$ cat config.mk
export PLATFORM = sky130hd
export DESIGN_NAME = lpr_result_regs
export DESIGN_NICKNAME = d
export VERILOG_FILES = /design/src/lpr_pkg.sv /design/src/lpr_result_regs.sv /design/src/lpr_ir_gen.sv
export SDC_FILE = /design/constraint.sdc
export NUM_CORES = 1
export LEC_CHECK = 0
export BUFFER_PORTS_ARGS = -buffer_cell sky130_fd_sc_hd__buf_2
export CAP_MARGIN = 30
export CORE_AREA = 2 2 103 105
export CTS_BUF_LIST = sky130_fd_sc_hd__clkbuf_2 sky130_fd_sc_hd__clkbuf_4 sky130_fd_sc_hd__clkbuf_8
export DETAILED_ROUTE_END_ITERATION = 8
export DIE_AREA = 0 0 105 107
export GPL_TIMING_DRIVEN = 0
export SYNTH_ARGS = -nofsm -noshare
export SYNTH_HDL_FRONTEND = slang
export SYNTH_SLANG_ARGS = --single-unit
$ cat constraint.sdc
create_clock -name clk_sys -period 4 [get_ports clk_sys]
set_input_delay 0 -clock clk_sys [delete_from_list [all_inputs] [get_ports clk_sys]]
set_output_delay 0 -clock clk_sys [all_outputs]
set_load 0.02 [all_outputs]
$ cat src/lpr_pkg.sv
// Package: constants, states and carriers of the light/proximity result bank
package lpr_pkg;
    // Two-wire bus address of the device (write 26h, read 27h)
    localparam logic [6:0] DEV_ADDR = 7'h13;

    // Register addresses
    localparam logic [7:0] REG_AMB_HI = 8'h85;
    localparam logic [7:0] REG_AMB_LO = 8'h86;
    localparam logic [7:0] REG_PROX_HI = 8'h87;
    localparam logic [7:0] REG_PROX_LO = 8'h88;
    localparam logic [7:0] REG_FREQ = 8'h89;

    // Frequency select field layout and reset code
    localparam int FREQ_LSB = 0;
    localparam int FREQ_W = 2;
    localparam logic [1:0] FREQ_RST = 2'h2;
    localparam logic [7:0] RD_NONE = 8'h00;

    // Bus transfer widths
    localparam logic [3:0] BITS_BYTE = 4'h8;
    localparam logic [3:0] BITS_LAST = 4'h7;

    // Result channels
    localparam int CH_AMB = 0;
    localparam int CH_PROX = 1;
    localparam int N_CH = 2;

    // System clock and infrared test frequencies, in Hz
    localparam int CLK_HZ = 50_000_000;
    localparam int FREQ_HZ_0 = 3_125_000;
    localparam int FREQ_HZ_1 = 1_562_500;
    localparam int FREQ_HZ_2 = 781_250;
    localparam int FREQ_HZ_3 = 390_625;

    // Half periods in system clock cycles
    localparam int HALF_W = 7;
    localparam logic [6:0] HALF_0 = 7'(CLK_HZ / (2 * FREQ_HZ_0));
    localparam logic [6:0] HALF_1 = 7'(CLK_HZ / (2 * FREQ_HZ_1));
    localparam logic [6:0] HALF_2 = 7'(CLK_HZ / (2 * FREQ_HZ_2));
    localparam logic [6:0] HALF_3 = 7'(CLK_HZ / (2 * FREQ_HZ_3));

    // Serial slave states
    typedef enum logic [8:0] {
        ST_IDLE = 9'h001,
        ST_ADDR = 9'h002,
        ST_ADDR_ACK = 9'h004,
        ST_REG = 9'h008,
        ST_REG_ACK = 9'h010,
        ST_WDATA = 9'h020,
        ST_WDATA_ACK = 9'h040,
        ST_RDATA = 9'h080,
        ST_RACK = 9'h100
    } lpr_state_e;

    // One finished measurement: value with a one-cycle valid
    typedef struct packed {
        logic valid;
        logic [15:0] value;
    } lpr_meas_s;
endpackage

$ cat src/lpr_result_regs.sv
// Result register bank with two-wire serial slave and emitter control
`timescale 1ns/1ps
// Notes on behaviour
// RULE_01: Ambient light is a 16-bit result in bytes at 85h and 86h.
// RULE_02: 85h reads ambient bits 15:8 and ignores writes.
// RULE_03: 86h reads ambient bits 7:0 and ignores writes.
// RULE_04: Proximity is a 16-bit result in bytes at 87h and 88h.
// RULE_05: 87h reads proximity bits 15:8 and ignores writes.
// RULE_06: 88h reads proximity bits 7:0 and ignores writes.
// RULE_07: 89h holds a two-bit writable frequency code in bits 1:0.
// RULE_08: During proximity measurement the emitter gets a square wave.
// RULE_09: Codes 00..11 give 3.125, 1.5625, 0.78125, 0.390625 MHz.
// RULE_10: The frequency code is 10 after reset.
// RULE_11: The host writes the register address, then reads after a start.
// RULE_12: The register pointer advances after every byte read.
// RULE_13: Both bytes of a result are replaced together.
// RULE_14: Bits 7:2 of the frequency register read zero and drop writes.
module lpr_result_regs
    import lpr_pkg::*;
(
    input wire logic clk_sys,
    input wire logic rst_n,
    input wire logic scl,
    input wire logic sda_in,
    output logic sda_out,
    output logic sda_oe,
    input wire lpr_meas_s amb_meas,
    input wire lpr_meas_s prox_meas,
    input wire logic prox_active,
    output logic ir_drive,
    output logic [1:0] freq_sel
);
    logic scl_s1_ff, scl_s2_ff, scl_d_ff;
    logic sda_s1_ff, sda_s2_ff, sda_d_ff;
    logic scl_rise, scl_fall, bus_start, bus_stop;
    lpr_state_e state_ff, nxt_state;
    logic [3:0] cnt_ff, nxt_cnt;
    logic [7:0] shreg_ff, nxt_shreg;
    logic [7:0] tx_ff, nxt_tx;
    logic [7:0] ptr_ff, nxt_ptr;
    logic rw_ff, nxt_rw;
    logic mack_ff, nxt_mack;
    logic oe_ff, nxt_oe;
    logic sda_out_ff;
    logic [FREQ_W-1:0] freq_ff;
    logic [15:0] res_ff [N_CH];
    lpr_meas_s meas_w [N_CH];
    logic [7:0] rd_byte;
    logic hit_amb_hi, hit_amb_lo, hit_prox_hi, hit_prox_lo, hit_freq;
    logic byte_in, wr_stb;

    // Two-stage synchronisers; the third stage is only for edge finding
    always_ff @(posedge clk_sys or negedge rst_n) begin
        if (!rst_n) begin
            scl_s1_ff <= 1'b1;
            scl_s2_ff <= 1'b1;
            scl_d_ff <= 1'b1;
            sda_s1_ff <= 1'b1;
            sda_s2_ff <= 1'b1;
            sda_d_ff <= 1'b1;
        end else begin
            scl_s1_ff <= scl;
            scl_s2_ff <= scl_s1_ff;
            scl_d_ff <= scl_s2_ff;
            sda_s1_ff <= sda_in;
            sda_s2_ff <= sda_s1_ff;
            sda_d_ff <= sda_s2_ff;
        end
    end

    // Bus events seen on the synchronised lines
    assign scl_rise = scl_s2_ff & ~scl_d_ff;
    assign scl_fall = ~scl_s2_ff & scl_d_ff;
    assign bus_start = scl_s2_ff & scl_d_ff & sda_d_ff & ~sda_s2_ff;
    assign bus_stop = scl_s2_ff & scl_d_ff & ~sda_d_ff & sda_s2_ff;
    assign byte_in = scl_fall & (cnt_ff == BITS_BYTE);
    assign wr_stb = (state_ff == ST_WDATA) & byte_in;

    // Register address decode
    assign hit_amb_hi = (ptr_ff == REG_AMB_HI);
    assign hit_amb_lo = (ptr_ff == REG_AMB_LO);
    assign hit_prox_hi = (ptr_ff == REG_PROX_HI);
    assign hit_prox_lo = (ptr_ff == REG_PROX_LO);
    assign hit_freq = (ptr_ff == REG_FREQ);

    // Read data select; unmapped addresses read zero
    assign rd_byte =
        hit_amb_hi ? res_ff[CH_AMB][15:8] :   // [RULE_01] [RULE_02]
        hit_amb_lo ? res_ff[CH_AMB][7:0] :    // [RULE_03]
        hit_prox_hi ? res_ff[CH_PROX][15:8] : // [RULE_04] [RULE_05]
        hit_prox_lo ? res_ff[CH_PROX][7:0] :  // [RULE_06]
        hit_freq ? {6'h00, freq_ff} :         // [RULE_07] [RULE_14]
        RD_NONE;

    assign meas_w[CH_AMB] = amb_meas;
    assign meas_w[CH_PROX] = prox_meas;

    // Result storage: the whole word moves at once, so a high byte and
    // the low byte read after it come from one measurement, unless a new
    // result lands between the two reads. Reset clears both words to zero.
    generate
        for (genvar ch = 0; ch < N_CH; ch++) begin : g_res
            always_ff @(posedge clk_sys or negedge rst_n) begin
                if (!rst_n) begin
                    res_ff[ch] <= 16'h0000;
                end else if (meas_w[ch].valid) begin
                    res_ff[ch] <= meas_w[ch].value; // [RULE_13]
                end
            end
        end
    endgenerate

    // Frequency code; only bits 1:0 of a write are kept
    always_ff @(posedge clk_sys or negedge rst_n) begin
        if (!rst_n) begin
            freq_ff <= FREQ_RST; // [RULE_10]
        end else if (wr_stb && hit_freq) begin
            freq_ff <= shreg_ff[FREQ_LSB +: FREQ_W]; // [RULE_07] [RULE_14]
        end
    end

    // Serial slave next state; bits are taken on SCL rise and driven on
    // SCL fall. No clock stretching: a read byte is fetched on the fall
    // that starts it, which leaves a full low phase for setup.
    always_comb begin
        nxt_state = state_ff;
        nxt_cnt = cnt_ff;
        nxt_shreg = shreg_ff;
        nxt_tx = tx_ff;
        nxt_ptr = ptr_ff;
        nxt_rw = rw_ff;
        nxt_mack = mack_ff;
        nxt_oe = oe_ff;
        case (state_ff)
            ST_ADDR, ST_REG, ST_WDATA: begin
                if (scl_rise) begin
                    nxt_shreg = {shreg_ff[6:0], sda_s2_ff};
                    nxt_cnt = cnt_ff + 4'h1;
                end else if (byte_in) begin
                    nxt_cnt = 4'h0;
                    nxt_oe = 1'b1;
                    if (state_ff == ST_ADDR) begin
                        nxt_rw = shreg_ff[0];
                        nxt_state = ST_ADDR_ACK;
                        if (shreg_ff[7:1] != DEV_ADDR) begin
                            nxt_oe = 1'b0;
                            nxt_state = ST_IDLE;
                        end
                    end else if (state_ff == ST_REG) begin
                        nxt_ptr = shreg_ff; // [RULE_11]
                        nxt_state = ST_REG_ACK;
                    end else begin
                        nxt_ptr = ptr_ff + 8'h01;
                        nxt_state = ST_WDATA_ACK;
                    end
                end
            end
            ST_ADDR_ACK, ST_REG_ACK, ST_WDATA_ACK: begin
                if (scl_fall) begin
                    nxt_oe = 1'b0;
                    nxt_state = (state_ff == ST_ADDR_ACK) ? ST_REG : ST_WDATA;
                    if (state_ff == ST_ADDR_ACK && rw_ff) begin
                        nxt_tx = rd_byte;
                        nxt_oe = ~rd_byte[7];
                        nxt_ptr = ptr_ff + 8'h01; // [RULE_12]
                        nxt_state = ST_RDATA;
                    end
                end
            end
            ST_RDATA: begin
                if (scl_fall) begin
                    nxt_cnt = cnt_ff + 4'h1;
                    nxt_tx = {tx_ff[6:0], 1'b0};
                    nxt_oe = ~tx_ff[6];
                    if (cnt_ff == BITS_LAST) begin
                        nxt_cnt = 4'h0;
                        nxt_oe = 1'b0; // Release for the host's ack
                        nxt_state = ST_RACK;
                    end
                end
            end
            ST_RACK: begin
                if (scl_rise) begin
                    nxt_mack = ~sda_s2_ff;
                end else if (scl_fall) begin
                    nxt_state = ST_IDLE;
                    if (mack_ff) begin
                        nxt_tx = rd_byte;
                        nxt_oe = ~rd_byte[7];
                        nxt_ptr = ptr_ff + 8'h01; // [RULE_12]
                        nxt_state = ST_RDATA;
                    end
                end
            end
            default: begin
                nxt_state = ST_IDLE;
            end
        endcase
        // Start and stop override any state; a repeated start re-addresses
        if (bus_start) begin
            nxt_state = ST_ADDR; // [RULE_11]
            nxt_cnt = 4'h0;
            nxt_oe = 1'b0;
            nxt_mack = 1'b0;
        end else if (bus_stop) begin
            nxt_state = ST_IDLE;
            nxt_oe = 1'b0;
        end
    end

    // Serial slave state registers; the pointer survives a stop
    always_ff @(posedge clk_sys or negedge rst_n) begin
        if (!rst_n) begin
            state_ff <= ST_IDLE;
            cnt_ff <= 4'h0;
            shreg_ff <= 8'h00;
            tx_ff <= 8'h00;
            ptr_ff <= 8'h00;
            rw_ff <= 1'b0;
            mack_ff <= 1'b0;
            oe_ff <= 1'b0;
            sda_out_ff <= 1'b0;
        end else begin
            state_ff <= nxt_state;
            cnt_ff <= nxt_cnt;
            shreg_ff <= nxt_shreg;
            tx_ff <= nxt_tx;
            ptr_ff <= nxt_ptr;
            rw_ff <= nxt_rw;
            mack_ff <= nxt_mack;
            oe_ff <= nxt_oe;
            sda_out_ff <= 1'b0; // Open drain: only ever pulls low
        end
    end

    assign sda_out = sda_out_ff;
    assign sda_oe = oe_ff;
    assign freq_sel = freq_ff;

    // Emitter drive follows the stored frequency code
    lpr_ir_gen u_ir_gen (
        .clk_sys(clk_sys),
        .rst_n(rst_n),
        .enable(prox_active), // [RULE_08]
        .freq_sel(freq_ff),
        .ir_drive(ir_drive)
    );
endmodule // lpr_result_regs

$ cat src/lpr_ir_gen.sv
// Square-wave infrared emitter drive at the selected test frequency
`timescale 1ns/1ps
module lpr_ir_gen
    import lpr_pkg::*;
(
    input wire logic clk_sys,
    input wire logic rst_n,
    input wire logic enable,
    input wire logic [1:0] freq_sel,
    output logic ir_drive
);
    logic [HALF_W-1:0] cnt_ff;
    logic [HALF_W-1:0] half;
    logic wave_ff;
    logic last;

    // Half-period lookup from the frequency code [RULE_09]
    assign half = (freq_sel == 2'h0) ? HALF_0 :
                  (freq_sel == 2'h1) ? HALF_1 :
                  (freq_sel == 2'h2) ? HALF_2 : HALF_3;
    assign last = (cnt_ff >= half - 7'h01);
    assign ir_drive = wave_ff;

    // Toggle every half period; idle low so the emitter is dark outside
    // a proximity measurement. A code change takes effect at once. [RULE_08]
    always_ff @(posedge clk_sys or negedge rst_n) begin
        if (!rst_n) begin
            cnt_ff <= 7'h00;
            wave_ff <= 1'b0;
        end else if (!enable) begin
            cnt_ff <= 7'h00;
            wave_ff <= 1'b0;
        end else if (last) begin
            cnt_ff <= 7'h00;
            wave_ff <= ~wave_ff;
        end else begin
            cnt_ff <= cnt_ff + 7'h01;
        end
    end
endmodule // lpr_ir_gen

==> results.txt <==
vias per inst: 5.412
residual DRC count: 0
Avg Cell Area, Syn: 10.34 µm²
reg-to-reg endpoint: ptr_ff[1]
critical path peak fanout: 10
cell count after synthesis: 449
clock transition at the registers of the reported paths: 80 ps
Mapped Area: 4643 µm²
leakage: 2.390 nW
# rows: 37
1st-pass router iterations: 4
GPL Wtd Cong: 0.9198
ys async rst share: 1.000
grt total ovfl: 0
Die Wd: 105 µm
Min-Delay Path Class: in -> reg
core area: 10090 µm²
first-pass GRT wire length: 18200 µm
Worst-Margin Slew: 729.2 ps
maximum vdd drop: 282.9 µV
FF+latch area: 2187 µm²
die height: 107 µm
area grow syn2layout: 20.34%
Setup TNS: 0 ps
most used cell, CP: nand4b_1
number of I/O pins: 44
Max Root-Sink Buffers: 2
WL/cell: 15.69 µm
Post-Route Utilization: 0.5537
Worst EP required: 4230 ps
distinct cell type count after synthesis: 63
worst hold start: prox_active
H-tree levels: 3
hpwl dp: 7516 µm
critical path class: reg -> reg
Detailed Route Iter0 Violations: 205
Detail Route Antenna Nets: 0
maxcap violations: 0
FF-to-FF path depth: 6
Worst path max stage delay: 600 ps
ys flop type: dfrtp_1
via total after detailed routing: 3664
layout cells sized above 1: 0.2403
Arr. time, crit path: 2880 ps
status: complete, no violations
Slew headroom: 0.5121
flop-to-flop setup slack: 1350 ps
Max stage delay cell, worst path: nor4_2
area of the multi-input gates: 2286 µm²
Min-Delay Endpoint: u_ir_gen.ir_drive
number of flops mapped to enable cells by yosys: 0
initial antenna violation count: 0
worst hold path depth: 4
Num Clock Sinks: 87
clock latency on the worst-skew pair: 370 ps
period utilization: 0.6637
Power Density: 301.7 nW/µm²
syn_nets: 499
total routed wirelength: 10620 µm
TritonCTS clock tree: yes
yosys warns: 0
clock root cell: clkbuf_8
post-synthesis register bit count: 87
Cell Chain, Critical Path: buf_2 > nor4_2 > nand4b_1 > nand4b_1 > clkbuf_1 > o21ai_0
Final setup viols: 0
Crit. End Element: flop
DIE AREA: 11240 µm²
RSZ-0062 raised after global routing: no
Critical Path Start Type: flop
post-synthesis sequential area ratio: 0.4710
Filler cells: 944
TritonCTS buffer count: 9
worst r2r src: state_ff[8]
nets@finish: 586
Overall Global Routing Usage: 0.2037
Slew Viols, Final: 0
maximum clock rate: 376.7 MHz
largest net degree at the start of global routing: 50
Period minus WS final: 2655 ps
Initial Util: 0.4601
# resized after CTS: 0
Layout Skew: 7.596 ps
# port buffers: 40
number of global-route vias before repair: 3634
ant diodes: 0
final hold violations: 0
## layout by cell type, fill, tap and decap left out, types with 10 or more instances in the layout
cell / count
dlygate4sd3_1: 35
clkbuf_8: 12
dfrtp_1: 79
nor2b_1: 12
clkbuf_1: 13
o21ai_0: 23
inv_1: 18
a21oi_1: 21
nor2_1: 31
nand2_1: 31
nor3_1: 10
nand3_1: 15
mux2_2: 50
ha_1: 11
buf_2: 43
## flip-flops by register name, indices dropped and copies added (netlist names), 2 cells and up
register         flops
cnt_ff               4
freq_sel             2
ptr_ff               8
res_ff              32
shreg_ff             8
state_ff             9
tx_ff                7
u_ir_gen.cnt_ff      7
## power by group
part           internal (mW)  switching (mW)  leakage, nW
Combinational         0.0779          0.0595         1.18
Sequential             0.922          0.0282         1.11
Clock                  0.277           0.322       0.0946
Total                   1.28           0.410         2.39
## worst max-delay path: cells and delay by family (launching register included)
kind | cells | cell delay [ps]
AOI/OAI and AO/OA | 1 | 170
buffers and inverters | 2 | 580
DFF | 1 | 360
and+or+nand+nor | 3 | 1410
## metal layers
metal / vias to the layer above / GRT usage / share of wire
li1: 1799 / - / -
met1: 1782 / 0.2753 / 0.47
met2: 72 / 0.3302 / 0.48
met3: 11 / 0.03951 / 0.035
met4: 0 / 0.06762 / 0.015
met5: - / 0 / 0
## synth_stat cells (9+ instances only)
| cell | number | area (µm²) |
|---|---|---|
| a21oi_1 | 21 | 105.1 |
| and3_1 | 9 | 56.30 |
| clkbuf_1 | 13 | 48.80 |
| dfrtp_1 | 79 | 1977 |
| ha_1 | 11 | 137.6 |
| inv_1 | 18 | 67.56 |
| mux2_2 | 50 | 563.0 |
| nand2_1 | 31 | 116.4 |
| nand3_1 | 15 | 75.07 |
| nor2_1 | 31 | 116.4 |
| nor2b_1 | 12 | 75.07 |
| nor3_1 | 10 | 50.05 |
| o21ai_0 | 23 | 115.1 |
| o21ai_1 | 9 | 45.04 |
## how the worst max path moves through the flow
stage	endpoint	depth (start not counted)	from	slack, ps
2_1_floorplan	tx_ff[1]	6	ptr_ff[4]	1830
3_3_place_gp	ptr_ff[0]	7	state_ff[8]	1450
3_5_place_dp	ptr_ff[1]	6	state_ff[8]	1400
4_1_cts	ptr_ff[1]	6	state_ff[8]	1380
5_1_grt	ptr_ff[0]	7	state_ff[8]	1130
6_report	ptr_ff[1]	6	state_ff[8]	1350
## layout make-up
class                           count  area share
Tap cell                          136     0.03045
Buffer                             22     0.01836
Sequential cell                    87      0.3914
Inverter                           18     0.01209
Clock buffer                       12     0.02956
Multi-Input combinational cell    322      0.4091
Clock inverter                      4    0.005150
Timing Repair Buffer               76      0.1039
## cells by family after synthesis
group | after synthesis | share of synthesized area
AOI/OAI and AO/OA | 104 | 0.1474
xor gates and xnor gates | 10 | 0.01886
adders and majority gates | 11 | 0.02964
buffers and inverters | 40 | 0.03665
DFF | 87 | 0.4710
muxes | 53 | 0.1277
other | 2 | 0.001617
and+or+nand+nor | 142 | 0.1671
## through the flow
stage	hold WS [ps]	cells	setup slack (ps)	power [mW]	cell area, µm²
final	83.16	677	1345	1.686	5588
after floorplan	-295.6	449	1834	1.019	4643
after global routing	108.2	677	1133	1.761	5588
after global placement	104.8	625	1454	1.073	5014
after CTS	57.25	677	1383	1.710	5588
after detailed placement	20.10	626	1404	1.080	5044
## what timing repair did
| item | in CTS | in global routing |
|---|---|---|
| setup buffers | 0 | 0 |
| endpoints found under the hold margin | 72 | 0 |
| hold buffers | 35 | 0 |
No activity file was read; power rests on OpenSTA's default activity.
